File: config.mk
export PLATFORM = sky130hd
export DESIGN_NAME = seiu_core
export DESIGN_NICKNAME = d
export VERILOG_FILES = /design/src/seiu_pkg.sv /design/src/seiu_status_pick.sv /design/src/seiu_core.sv
export SDC_FILE = /design/constraint.sdc
export NUM_CORES = 1
export LEC_CHECK = 0
export BUFFER_PORTS_ARGS = -buffer_cell sky130_fd_sc_hd__buf_2
export CORE_MARGIN = 3
export CORE_UTILIZATION = 55
export CTS_CLUSTER_DIAMETER = 200
export DETAILED_ROUTE_END_ITERATION = 6
export PLACE_DENSITY_LB_ADDON = 0.08
export SYNTH_ARGS = -nofsm -noshare
export SYNTH_HDL_FRONTEND = slang
export SYNTH_SLANG_ARGS = --single-unit
File: constraint.sdc
create_clock -name i_ref_clk -period 27.5 [get_ports i_ref_clk]
set_input_delay 5.5 -clock i_ref_clk [delete_from_list [all_inputs] [get_ports i_ref_clk]]
set_output_delay 5.5 -clock i_ref_clk [all_outputs]
set_load 0.005 [all_outputs]
File: src/seiu_pkg.sv
// Constants and types shared by the status event and interrupt unit
package seiu_pkg;

  localparam int unsigned SEIU_DATA_W   = 32;
  localparam int unsigned SEIU_ADDR_W   = 7;
  localparam int unsigned SEIU_STAT_W   = 8;
  localparam int unsigned SEIU_DGRAM_W  = 40;

  // Datagram bit counts
  localparam logic [5:0] SEIU_CNT_ADDR_DONE = 6'h08;
  localparam logic [5:0] SEIU_CNT_FULL      = 6'h28;

  // Register offsets
  localparam logic [6:0] SEIU_OFS_GLOBAL_SETUP = 7'h00;
  localparam logic [6:0] SEIU_OFS_REPORT_SEL   = 7'h0B;
  localparam logic [6:0] SEIU_OFS_CLEAR_EXEMPT = 7'h0C;
  localparam logic [6:0] SEIU_OFS_IRQ_MASK     = 7'h0D;
  localparam logic [6:0] SEIU_OFS_EVENTS       = 7'h0E;
  localparam logic [6:0] SEIU_OFS_LIVE         = 7'h0F;

  // Interrupt control bits in global_setup
  localparam int unsigned SEIU_BIT_IRQ_POL       = 15;
  localparam int unsigned SEIU_BIT_IRQ_WEAK_EN   = 29;
  localparam int unsigned SEIU_BIT_IRQ_WIRED_AND = 30;

  // Live flag layout: velocity_state_flag in bits 1:0
  localparam int unsigned SEIU_VEL_LSB   = 0;
  localparam int unsigned SEIU_FIRST_PLAIN_EVENT = 3;
  localparam logic [1:0]  SEIU_VEL_STOP  = 2'h0;
  localparam logic [1:0]  SEIU_VEL_CONST = 2'h1;
  localparam logic [1:0]  SEIU_VEL_RAMP  = 2'h2;

  // Reset values
  localparam logic [31:0] SEIU_RST_GLOBAL_SETUP = 32'h00000000;
  localparam logic [31:0] SEIU_RST_REPORT_SEL   = 32'h00000000;
  localparam logic [31:0] SEIU_RST_CLEAR_EXEMPT = 32'h00000000;
  localparam logic [31:0] SEIU_RST_IRQ_MASK     = 32'h00000000;
  localparam logic [31:0] SEIU_RST_EVENTS       = 32'h00000000;

  typedef enum logic [1:0] {
    SEIU_ST_IDLE = 2'b01,
    SEIU_ST_XFER = 2'b10
  } seiu_state_e;

  typedef struct packed {
    logic [31:0] global_setup;
    logic [31:0] serial_report_select;
    logic [31:0] read_clear_exempt;
    logic [31:0] irq_source_mask;
    logic [31:0] latched_change_bits;
    logic [31:0] cond_prev;
    logic        sck_prev;
    logic [5:0]  bit_cnt;
    logic [39:0] rx_shift;
    logic [39:0] tx_shift;
    logic        irq_level;
    logic        irq_weak;
    seiu_state_e state;
  } seiu_state_s;

endpackage : seiu_pkg

File: src/seiu_status_pick.sv
// Picks the first eight selected events for the serial status byte
`timescale 1ns/1ps
`default_nettype none

module seiu_status_pick
  import seiu_pkg::*;
(
  input  wire logic [31:0] i_events,
  input  wire logic [31:0] i_select,
  output logic      [7:0]  o_status
);

  logic [3:0] slot;

  always_comb begin
    o_status = 8'h00;
    slot     = 4'h0;
    for (int i = 0; i < SEIU_DATA_W; i++) begin
      if (i_select[i] && (slot < 4'h8)) begin
        o_status[slot[2:0]] = i_events[i];
        slot = slot + 4'h1;
      end
    end
  end

endmodule // seiu_status_pick

`default_nettype wire

File: src/seiu_core.sv
// Status event latch, serial register access and interrupt pin of the event unit
//
// Operation
// - Inactive-to-active condition change sets its event bit.
// - Event bits stay set until explicitly cleared.
// - Velocity state yields three events, one per value 0 to 2.
// - Live condition register is read-only, unlatched.
// - Completed serial read of events clears them.
// - Exempted events survive the read-clear.
// - Writing one to an event bit clears it.
// - Events near clearing may be lost; exemption avoids.
// - Selected events lead every serial response.
// - Over eight selected: lowest eight positions win.
// - Interrupt is OR of masked events.
// - Interrupt active low unless polarity bit set.
// - Wired-OR: inactive weak, active strong.
// - Wired-AND: inactive strong, active weak.
`timescale 1ns/1ps
`default_nettype none

module seiu_core
  import seiu_pkg::*;
(
  input  wire logic        i_ref_clk,
  input  wire logic        i_sys_rst,
  input  wire logic [31:0] i_status_flags,
  input  wire logic        i_spi_cs_n,
  input  wire logic        i_spi_sck,
  input  wire logic        i_spi_sdi,
  output logic             o_spi_sdo,
  output logic             o_irq_out,
  output logic             o_irq_oe,
  output logic             o_irq_weak
);

  seiu_state_s s_r;
  seiu_state_s s_nxt;

  logic [31:0] cond;
  logic [31:0] rise;
  logic [31:0] clr_mask;
  logic [7:0]  status_bits;
  logic [6:0]  early_addr;
  logic [6:0]  full_addr;
  logic        sck_rise;
  logic        sck_fall;
  logic        frame_end;
  logic        frame_full;
  logic        irq_active;

  function automatic logic [31:0] reg_read(input logic [6:0]  addr,
                                           input seiu_state_s st,
                                           input logic [31:0] live);
    case (addr)
      SEIU_OFS_GLOBAL_SETUP: reg_read = st.global_setup;
      SEIU_OFS_REPORT_SEL:   reg_read = st.serial_report_select;
      SEIU_OFS_CLEAR_EXEMPT: reg_read = st.read_clear_exempt;
      SEIU_OFS_IRQ_MASK:     reg_read = st.irq_source_mask;
      SEIU_OFS_EVENTS:       reg_read = st.latched_change_bits;
      SEIU_OFS_LIVE:         reg_read = live;
      default:               reg_read = 32'h00000000;
    endcase
  endfunction

  seiu_status_pick u_pick (
    .i_events (s_r.latched_change_bits),
    .i_select (s_r.serial_report_select),
    .o_status (status_bits)
  );

  // Event conditions: three velocity decodes, then plain flags
  always_comb begin
    cond = i_status_flags;
    cond[0] = (i_status_flags[SEIU_VEL_LSB +: 2] == SEIU_VEL_STOP);
    cond[1] = (i_status_flags[SEIU_VEL_LSB +: 2] == SEIU_VEL_CONST);
    cond[2] = (i_status_flags[SEIU_VEL_LSB +: 2] == SEIU_VEL_RAMP);
  end

  assign rise       = cond & ~s_r.cond_prev;
  assign sck_rise   = i_spi_sck & ~s_r.sck_prev;
  assign sck_fall   = ~i_spi_sck & s_r.sck_prev;
  assign frame_end  = (s_r.state == SEIU_ST_XFER) && i_spi_cs_n;
  assign frame_full = frame_end && (s_r.bit_cnt == SEIU_CNT_FULL);
  assign early_addr = {s_r.rx_shift[5:0], i_spi_sdi};
  assign full_addr  = s_r.rx_shift[38:32];
  assign irq_active = |(s_r.latched_change_bits & s_r.irq_source_mask);

  always_comb begin
    clr_mask = 32'h00000000;
    if (frame_full && !s_r.rx_shift[39] && (full_addr == SEIU_OFS_EVENTS)) begin
      clr_mask = ~s_r.read_clear_exempt;
    end
    if (frame_full && s_r.rx_shift[39] && (full_addr == SEIU_OFS_EVENTS)) begin
      clr_mask = s_r.rx_shift[31:0];
    end
  end

  always_comb begin
    s_nxt           = s_r;
    s_nxt.sck_prev  = i_spi_sck;
    s_nxt.cond_prev = cond;
    // A new edge wins over a clear in the same cycle
    s_nxt.latched_change_bits = (s_r.latched_change_bits & ~clr_mask) | rise;

    case (s_r.state)
      SEIU_ST_IDLE: begin
        if (!i_spi_cs_n) begin
          s_nxt.state    = SEIU_ST_XFER;
          s_nxt.bit_cnt  = 6'h00;
          // The first sck fall shifts too, so the status byte sits one place lower
          s_nxt.tx_shift = {1'b0, status_bits, 31'h00000000};
        end
      end
      SEIU_ST_XFER: begin
        if (i_spi_cs_n) begin
          s_nxt.state = SEIU_ST_IDLE;
          if (frame_full && s_r.rx_shift[39]) begin
            case (full_addr)
              SEIU_OFS_GLOBAL_SETUP: s_nxt.global_setup = s_r.rx_shift[31:0];
              SEIU_OFS_REPORT_SEL:   s_nxt.serial_report_select = s_r.rx_shift[31:0];
              SEIU_OFS_CLEAR_EXEMPT: s_nxt.read_clear_exempt = s_r.rx_shift[31:0];
              SEIU_OFS_IRQ_MASK:     s_nxt.irq_source_mask = s_r.rx_shift[31:0];
              default: ;
            endcase
          end
        end else begin
          if (sck_rise && (s_r.bit_cnt < SEIU_CNT_FULL)) begin
            s_nxt.rx_shift = {s_r.rx_shift[38:0], i_spi_sdi};
            s_nxt.bit_cnt  = s_r.bit_cnt + 6'h01;
            if (s_r.bit_cnt == (SEIU_CNT_ADDR_DONE - 6'h01)) begin
              s_nxt.tx_shift = {s_r.tx_shift[39],
                                reg_read(early_addr, s_r, i_status_flags),
                                7'h00};
            end
          end
          if (sck_fall) begin
            s_nxt.tx_shift = {s_r.tx_shift[38:0], 1'b0};
          end
        end
      end
      default: begin
        s_nxt.state = SEIU_ST_IDLE;
      end
    endcase

    s_nxt.irq_level = s_r.global_setup[SEIU_BIT_IRQ_POL] ? irq_active : ~irq_active;
    s_nxt.irq_weak  = 1'b0;
    if (s_r.global_setup[SEIU_BIT_IRQ_WEAK_EN]) begin
      if (s_r.global_setup[SEIU_BIT_IRQ_WIRED_AND]) begin
        s_nxt.irq_weak = irq_active;
      end else begin
        s_nxt.irq_weak = ~irq_active;
      end
    end
  end

  always_ff @(posedge i_ref_clk) begin
    if (i_sys_rst) begin
      s_r.global_setup         <= SEIU_RST_GLOBAL_SETUP;
      s_r.serial_report_select <= SEIU_RST_REPORT_SEL;
      s_r.read_clear_exempt    <= SEIU_RST_CLEAR_EXEMPT;
      s_r.irq_source_mask      <= SEIU_RST_IRQ_MASK;
      s_r.latched_change_bits  <= SEIU_RST_EVENTS;
      s_r.cond_prev            <= 32'h00000000;
      s_r.sck_prev             <= 1'b1;
      s_r.bit_cnt              <= 6'h00;
      s_r.rx_shift             <= 40'h0000000000;
      s_r.tx_shift             <= 40'h0000000000;
      s_r.irq_level            <= 1'b1;
      s_r.irq_weak             <= 1'b0;
      s_r.state                <= SEIU_ST_IDLE;
    end else begin
      s_r <= s_nxt;
    end
  end

  assign o_spi_sdo  = s_r.tx_shift[39];
  assign o_irq_out  = s_r.irq_level;
  assign o_irq_oe   = 1'b1;
  assign o_irq_weak = s_r.irq_weak;

endmodule // seiu_core

`default_nettype wire

==> metrics, run 1 <==
Worst-Margin Slew=roughly 1000 ps; routed vias/inst=between 6 and 7; RSZ-0062 raised after global routing=no; crit path kind=register to register; Hold Path Class=register to register; Critical Path RT=~28000 ps; critical path's most frequent cell=ha_1; setup repair bufs after CTS=0; Buf/Inv on CP=10; max layer used=met5; Final Net Count=roughly 2700; CTS tree=built; clock latency on the worst-skew pair=between 500 and 600 ps; crit-path max cell delay=740 ps; WL/cell=roughly 20 µm; final wirelength=between 60 and 70 mm; CP max stage cell=a21boi_1; power density over cell area=between 30 and 40 nW/µm²; FF+latch count, synth=approximately 280; clk_skew=~23 ps; number of setup violations in the final report=0; first-pass GRT wire length=99.97 mm; CP Data Arrival Time=approximately 22000 ps; GRT Util Overall=roughly 31%; I/O Buffers=39; Reg clk slew, reported paths=approximately 60 ps; Placement Setup Slack=a little under 6000 ps; family with the most delay on the worst path=adder cells; distinct cell type count after synthesis=around 130; CP Capture Type=register; Post-Synthesis Cell Area=roughly 20000 µm²; CTS Root Buffer Type=clkbuf_16; Seq/Total Area, Yosys=~28%; top cell type's share of synthesized area=between 20% and 30%; Fmax achieved=approximately 46 MHz; Initial Util=55.84%; Met1 Wirelength=about 28 mm; H-tree depth=1; CTS Hold Bufs=0; Syn Inst Count=2695; Syn Area/Cell=around 7.6 µm²; Net Count, Synth=around 2800; post-CTS sizing=0; Max Cap Viol=0; die area=slightly below 40000 µm²; synth-to-layout area growth=5.966%; Rows=70; crit path setup slack, layout=around 5700 ps; met2 WL post-DR=just under 30 mm; synth warn=0; EDFF count, synth=0; largest net degree at the start of global routing=83; status=finished, final reports clean; Leak=about 7.7 nW; setup total negative slack=0 ps; initial antenna violation count=1; top cells by area, synth=dfxtp_1 (28%), nand2_1 (8.8%), a21oi_1 (7.5%); grt ovf=0; Die Y-Extent=199.0 µm; Post-route DRC=0; share of layout cells above drive strength 1=roughly a tenth; detailed router's first-iteration violation count=between 1500 and 2000; Final min period=approximately 22000 ps; Max VDD drop=0.05800 mV; Max Root-Sink Buffers=3; FFs w/ async S/R, synth=0%; DRT antenna net count=0; Synth area leader=dfxtp_1; Core ar.=36700 µm²; Top Ports=41; Crit Path Max Fanout=14; period utilization=approximately 79%; Final Hold Viols=0; vias in the first global route=18559; CTS buffer count=30; most used flip-flop cell after synthesis=dfxtp_1; met3 wire len=between 3 and 4 mm; critical path startpoint category=register; die width=around 200 µm; hpwl dp=~43 mm; Max Slew Vio Count=0; TritonRoute pass-1 iters=6; clock tree sinks=approximately 280; Worst slew margin=29.88%; RePlAce Congestion=0.8750; DR vias=20007
[logic make-up after synthesis]
| kind of cell | Yosys count | synth area share, % |
|---|---|---|
| xor gates and xnor gates | 68 | 5.325 |
| muxes | 148 | 7.816 |
| and+or+nand+nor | 1103 | 25.45 |
| AOI/OAI and AO/OA | 783 | 26.40 |
| adders and majority gates | 33 | 2.052 |
| buffers and inverters | 277 | 5.386 |
| DFF | 282 | 27.55 |
| other | 1 | 0.01830 |
[cells in the mapped netlist (32+ instances only)]
| cell | count |
|---|---|
| nand2_1 | 480 |
| a21oi_1 | 307 |
| dfxtp_1 | 282 |
| nor2_1 | 212 |
| clkbuf_1 | 155 |
| a22oi_1 | 111 |
| mux2i_1 | 98 |
| nand3_1 | 87 |
| inv_1 | 81 |
| o21ai_0 | 62 |
| nor3_1 | 59 |
| a31oi_1 | 41 |
| mux2_2 | 37 |
| nor2b_1 | 36 |
| ha_1 | 32 |
[placed cells by master (no fill, tap or decap), types with 32 or more instances in the layout]
cell type / n
a21oi_1: 307
mux2i_1: 98
ha_1: 32
dfxtp_1: 282
o21ai_0: 62
buf_2: 38
nor2_1: 209
nand3_1: 87
mux2_2: 37
nor2b_1: 35
nor3_1: 56
a31oi_1: 41
nand2_1: 480
a22oi_1: 111
inv_1: 80
[per-layer routing]
layer  global-route usage [%]  vias to the layer above
li1                         -                     9591
met1                    43.21                     9553
met2                    50.53                      754
met3                    2.371                      107
met4                    8.147                        2
met5                        0                        -
[worst paths after layout]
check / from / end / cells after the start / slack (ps)
worst max-delay path: s_r[221] / s_r[35] / 77 / 5660
worst min-delay path: s_r[91] / s_r[123] / 1 / 420
worst max register to register: s_r[221] / s_r[35] / 77 / 5660
worst min register to register: s_r[91] / s_r[123] / 1 / 420
[stage by stage]
stage	hold WS, ps	util (%)	power (mW)	instances	area [µm²]
6_report	418.5	59.17	0.8618	3093	21710
3_5_place_dp	410.9	56.50	0.4732	3038	20730
5_1_grt	437.8	59.16	0.8862	3092	21710
2_1_floorplan	398.1	-	0.4564	2695	20490
3_3_place_gp	404.0	56.50	0.4722	3038	20730
4_1_cts	419.1	59.16	0.8632	3092	21710
[worst register-to-register path: cells and delay by family (launching register included)]
kind / cells / cell delay [ps]
flops: 1 / 570
compound gates: 12 / 3000
xor+xnor: 4 / 1170
fa+ha+maj: 23 / 7590
mux: 15 / 5410
buf+inv: 10 / 1340
simple gates: 13 / 2700
[flip-flops by register name, indices dropped and copies added, names as in the netlist]
name / count
early_addr: 6
full_addr: 7
o_irq_out: 1
o_irq_weak: 1
o_spi_sdo: 1
s_r: 266
[layout make-up]
cell class              instances  area, µm²
clock inverters                 4      20.02
diodes                          1      2.502
fillers                      3447      14980
flip-flops and latches        282       5645
well taps                     468      585.6
inverters                      90      337.8
repair buffers                 62      374.1
multi-input cells            2136      13790
clock buffers                  50      957.2
[where the power goes]
group	switching (mW)	leakage [nW]	internal [mW]
Combinational	0.0218	4.91	0.0104
Sequential	0.0161	2.29	0.417
Clock	0.162	0.486	0.235
No activity file was read; power rests on OpenSTA's default activity.
==> inputs of run 2 (changes only) <==
- clock period: 27.5 -> 17.86 ns (I/O delays scaled with it)
==> metrics, run 2 (synthesis results as in run 1) <==
DRT antenna net count=0 (unchanged); WL/cell=20.14 µm (was 20.30 µm); CP max stage cell=fa_2 (was a21boi_1); Worst slew margin=25.21% (was 29.88%); die width=199.0 µm (unchanged); clock tree sinks=282 (unchanged); clock latency on the worst-skew pair=550 ps (about the same); CTS buffer count=29 (was 30); largest reg by FF count=s_r (unchanged); I/O Buffers=39 (unchanged); number of setup violations in the final report=0 (unchanged); largest net degree at the start of global routing=97 (was 83); design area=22620 µm² (was 21710 µm²); Hold Path Class=register to register (unchanged); Power Total=1.372 mW (was 0.8618 mW); CP Data Arrival Time=17570 ps (was 22310 ps); die area=39610 µm² (unchanged); Reg clk slew, reported paths=60 ps (about the same); clk_skew=17.77 ps (was 23.01 ps); CTS Hold Bufs=0 (unchanged); placed inst area=21260 µm² (was 20730 µm²); CTS tree=built (unchanged); TritonRoute pass-1 iters=7 (was 6); register area=5648 µm² (was 5645 µm²); synth-to-layout area growth=10.40% (was 5.966%); RePlAce Congestion=0.9345 (was 0.8750); Critical Path RT=18330 ps (was 27970 ps); Max Cap Viol=0 (unchanged); Rows=70 (unchanged); Crit Path Max Fanout=8 (was 14); critical path startpoint category=register (unchanged); grt ovf=0 (unchanged); power density over cell area=60.66 nW/µm² (was 39.69 nW/µm²); Max VDD drop=0.07608 mV (was 0.05800 mV); Max Root-Sink Buffers=3 (unchanged); H-tree depth=1 (unchanged); Final min period=17100 ps (was 21840 ps); share of layout cells above drive strength 1=14.51% (was 10.48%); hpwl dp=43.25 mm (was 43.27 mm); most common cell after layout, fill and taps aside=nand2_1 (unchanged); Fmax achieved=58.48 MHz (was 45.79 MHz); Die Y-Extent=199.0 µm (unchanged); detailed router's first-iteration violation count=1878 (was 1769); CP Capture Type=register (unchanged); Initial Util=55.84% (unchanged); crit-path max cell delay=650 ps (was 740 ps); Buf/Inv on CP=10 (unchanged); Core ar.=36700 µm² (unchanged); Largest register FFs=266 (unchanged); final wirelength=63.74 mm (was 62.79 mm); most frequent cells in the layout=nand2_1 (479), a21oi_1 (305), dfxtp_1 (280), nor2_1 (208), a22oi_1 (111) (was nand2_1 (480), a21oi_1 (307), dfxtp_1 (282), nor2_1 (209), a22oi_1 (111)); GRT Util Overall=30.89% (was 30.55%); period utilization=95.74% (was 79.41%); Leak=8.099 nW (was 7.687 nW); FILL cells=3277 (was 3447); Final Hold Viols=0 (unchanged); first-pass GRT wire length=100.9 mm (was 99.97 mm); initial antenna violation count=1 (unchanged); multi-input gate area in the final layout=14090 µm² (was 13790 µm²); Worst-Margin Slew=1120 ps (was 1025 ps); status=finished, final reports clean (unchanged); critical path's most frequent cell=ha_1 (unchanged); Final Net Count=2742 (was 2672); vias in the first global route=19049 (was 18559); family with the most delay on the worst path=adder cells (unchanged); DR vias=20421 (was 20007); Top Ports=41 (unchanged); Post-route DRC=0 (unchanged); Max Slew Vio Count=0 (unchanged); routed vias/inst=6.452 (was 6.468); crit path kind=register to register (unchanged); CTS Root Buffer Type=clkbuf_16 (unchanged)
==> run 2: power breakdown <==
part	total, mW	switching (mW)	internal, mW
clock network	0.657	0.257	0.400
registers	0.666	0.0247	0.641
logic	0.0492	0.0333	0.0158
total	1.37	0.316	1.06
==> run 2: timing repair <==
| action | CTS | global route |
|---|---|---|
| endpoints found under the setup margin | 0 | 8 |
| gates resized for setup | 0 | 30 |
| setup buffers | 0 | 18 |
==> run 2: through the flow <==
step           setup WS [ps]  utilization (%)  hold WS [ps]  TNS (ps)  std cells
6_report               760.5            61.64         409.6         0       3165
5_1_grt               -28.06            61.63         426.1    -28.06       3163
4_1_cts                36.55            60.78         405.7         0       3145
3_5_place_dp           87.34            57.94         408.1         0       3091
3_3_place_gp           445.0            57.94         403.9         0       3091
2_1_floorplan          16.83                -         398.1         0       2695
==> run 2: area by class of cell <==
type                    count  share of cell area, %
diodes                      2                0.02212
flip-flops and latches    282                  24.97
clock buffers              40                  3.700
multi-input cells        2136                  62.30
inverters                  90                  1.504
clock inverters            14                 0.9126
well taps                 468                  2.588
repair buffers            133                  4.010
==> run 2: worst register-to-register path, delay by kind of cell, from the launching register on <==
kind	cells	cell delay (ps)
flops	1	370
fa+ha+maj	23	6570
mux	14	3490
compound gates	13	2020
xor+xnor	5	1320
simple gates	11	2390
buf+inv	10	870
==> run 2: path summary, 6_finish.rpt <==
check | startpoint | end | slack (ps) | cells past startpoint
setup / recovery | s_r[220] | s_r[39] | 760 | 76
hold / removal | s_r[115] | s_r[147] | 410 | 1
setup reg to reg | s_r[220] | s_r[39] | 760 | 76
hold reg to reg | s_r[115] | s_r[147] | 410 | 1
==> run 2: metal layers <==
metal	vias up	track usage, %	routed length [µm]
met1	9701	43.25	27970
met5	-	0	13
met2	857	51.15	29510
met3	123	2.947	4615
met4	2	8.329	1625
li1	9738	-	-
==> inputs of run 3 (changes only) <==
- SYNTH_HIERARCHICAL: not set -> 1
==> metrics, run 3 <==
status=finished, final reports clean (unchanged); WL/cell=19.83 µm (was 20.14 µm); grt ovf=0 (unchanged); share of layout cells above drive strength 1=20.65% (was 14.51%); CP Capture Type=register (unchanged); Max Root-Sink Buffers=3 (unchanged); most used flip-flop cell after synthesis=dfxtp_1 (unchanged); Crit Path Max Fanout=6 (was 8); critical path startpoint category=register (unchanged); Core ar.=37050 µm² (was 36700 µm²); I/O Buffers=39 (unchanged); Buf/Inv on CP=15 (was 10); Psw=0.3065 mW (was 0.3155 mW); CTS tree=built (unchanged); die area=40460 µm² (was 39610 µm²); DRT antenna net count=0 (unchanged); post-synthesis mux area share=10.93% (was 7.816%); Worst-Margin Slew=1332 ps (was 1120 ps); CTS Root Buffer Type=clkbuf_16 (unchanged); GRT Util Overall=30.03% (was 30.89%); Fmax achieved=56.97 MHz (was 58.48 MHz); Seq/Total Area, Yosys=26.95% (was 27.55%); clock tree sinks=282 (unchanged); largest reg by FF count=s_r (unchanged); TritonRoute pass-1 iters=6 (was 7); largest net degree at the start of global routing=101 (was 97); Syn Area/Cell=7.737 µm² (was 7.603 µm²); routed vias/inst=6.281 (was 6.452); Max VDD drop=0.09790 mV (was 0.07608 mV); Adder-Cell Fraction of Synth Area=2.007% (was 2.052%); hpwl dp=44.75 mm (was 43.25 mm); Hold Slack=413.6 ps (was 409.6 ps); CP Data Arrival Time=17950 ps (was 17570 ps); Reg clk slew, reported paths=60 ps (about the same); Final Hold Viols=0 (unchanged); Max Slew Vio Count=0 (unchanged); clk_skew=9.632 ps (was 17.77 ps); clock power share=47.3% (was 47.9%); initial antenna violation count=0 (was 1); Final Net Count=2827 (was 2742); synth-to-layout area growth=15.11% (was 10.40%); most numerous cell in the Yosys netlist=nand2_1 (unchanged); register area=5650 µm² (was 5648 µm²); main combinational cell family by area after synthesis=simple AND/OR/NAND/NOR gates (was compound AO/OA/AOI/OAI gates); final wirelength=65.04 mm (was 63.74 mm); DR vias=20594 (was 20421); detailed router's first-iteration violation count=1933 (was 1878); Comb power frac=3.6% (about the same); Initial Util=56.53% (was 55.84%); Post-route DRC=0 (unchanged); distinct cell type count after synthesis=134 (was 127); FILL cells=3130 (was 3277); Rows=70 (unchanged); power density over cell area=56.46 nW/µm² (was 60.66 nW/µm²); Worst slew margin=10.88% (was 25.21%); Net Count, Synth=2777 (was 2765); Hold Path Class=register to register (unchanged); vias in the first global route=19146 (was 19049); Leak=8.731 nW (was 8.099 nW); setup total negative slack=0 ps (unchanged); die width=201.1 µm (was 199.0 µm); clock latency on the worst-skew pair=550 ps (about the same); list of most frequent post-synthesis cells=nand2_1 (541), dfxtp_1 (282), a21oi_1 (224) (was nand2_1 (480), a21oi_1 (307), dfxtp_1 (282)); Synth area leader=dfxtp_1 (unchanged); H-tree depth=1 (unchanged); Critical Path RT=18260 ps (was 18330 ps); RePlAce Congestion=0.9229 (was 0.9345); Final min period=17550 ps (was 17100 ps); most frequent cells in the layout=nand2_1 (532), dfxtp_1 (278), a21oi_1 (216), nor2_1 (149), buf_4 (141) (was nand2_1 (479), a21oi_1 (305), dfxtp_1 (280), nor2_1 (208), a22oi_1 (111)); Die Y-Extent=201.1 µm (was 199.0 µm); simple-gate share of the synthesized area=27.72% (was 25.45%); number of setup violations in the final report=0 (unchanged); antenna diode count=0 (was 2); Max Cap Viol=0 (unchanged); Power Total=1.361 mW (was 1.372 mW); top cells by area, synth=dfxtp_1 (27%), nand2_1 (9.7%), a21oi_1 (5.4%) (was dfxtp_1 (28%), nand2_1 (8.8%), a21oi_1 (7.5%)); Power Internal=1.055 mW (was 1.057 mW); switching portion of total power=22.51% (was 22.99%); CTS buffer count=29 (unchanged); CP max stage cell=fa_2 (unchanged); critical path's most frequent cell=ha_4 (was ha_1); synth warn=6 (was 0); area fraction in compound gates after synthesis=21.69% (was 26.40%); RSZ-0062 raised after global routing=yes; EDFF count, synth=0 (unchanged); crit-path max cell delay=610 ps (was 650 ps); family with the most delay on the worst path=adder cells (unchanged); FF+latch count, synth=282 (unchanged); Largest register FFs=266 (unchanged); first-pass GRT wire length=101.7 mm (was 100.9 mm); period utilization=98.28% (was 95.74%); placed inst area=22290 µm² (was 21260 µm²); Syn Inst Count=2707 (was 2695); Top Ports=41 (unchanged); FFs w/ async S/R, synth=0% (unchanged); top cell type's share of synthesized area=26.95% (was 27.55%); design area=24110 µm² (was 22620 µm²); Sequential Power Share=49.0% (was 48.5%); xor/xnor share of the synthesized area=5.000% (was 5.325%); multi-input gate area in the final layout=15040 µm² (was 14090 µm²); most common cell after layout, fill and taps aside=nand2_1 (unchanged); crit path kind=register to register (unchanged); Post-Synthesis Cell Area=20950 µm² (was 20490 µm²)
run 3: cell count changes in the layout (fill, tap and decap cells not counted), moves of 32 or more:
cell,delta
mux2i_1,-52
a22oi_1,-60
nor2_1,-59
and2_1,+34
a21oi_1,-89
mux2_2,+33
buf_4,+47
nand2_1,+53
mux4_2,+32
run 3: logic make-up (layout without fill, tap and decap cells):
family,count (synthesis),count (layout)
AO/OA/AOI/OAI,659,659
adder cells (fa/ha/maj),33,33
multiplexers,175,175
XOR/XNOR,67,67
flip-flops,282,282
AND/OR/NAND/NOR,1200,1200
buffers and inverters,290,358
other,1,1
run 3: per-stage QoR:
stage	worst slack, ps	cells	util [%]
after floorplan	-504.1	2707	-
after global placement	-127.4	3181	60.18
after detailed placement	-561.8	3181	60.18
after CTS	9.722	3232	63.14
after global routing	-296.6	3279	65.08
final	307.2	3279	65.08
run 3: worst paths after layout:
kind	start	end	slack, ps	depth (start not counted)
worst max-delay path	s_r[221]	s_r[41]	310	93
worst min-delay path	s_r[91]	s_r[123]	410	1
worst max register to register	s_r[221]	s_r[41]	310	93
worst min register to register	s_r[91]	s_r[123]	410	1
run 3: power by group through the flow:
stage                     Sequential [mW]  Clock, mW  Combinational, mW
after detailed placement            0.680          0             0.0482
after floorplan                     0.667          0             0.0363
final                               0.668      0.644             0.0492
after global placement              0.680          0             0.0466
after global routing                0.669      0.672             0.0533
after CTS                           0.667      0.649             0.0485
run 3: area by class of cell:
cell class / count / share of cell area (%)
clock buffers: 38 / 3.441
well taps: 504 / 2.616
flip-flops and latches: 282 / 23.44
multi-input cells: 2135 / 62.39
clock inverters: 11 / 0.7577
inverters: 128 / 2.076
repair buffers: 181 / 5.283
run 3: repair_timing:
item                       CTS  global route
resized for setup           13            76
hold buffers                 0             0
setup endpoints to repair    8             8
buffers inserted             2            47
pin swaps                    7            47
run 3: layer usage:
metal | global-route usage [%] | vias to the layer above | routed length, µm
met5 | 0 | - | 0
met4 | 7.302 | 0 | 1669
met3 | 3.673 | 136 | 4564
met2 | 49.02 | 859 | 30020
met1 | 42.50 | 9817 | 28790
li1 | - | 9782 | -
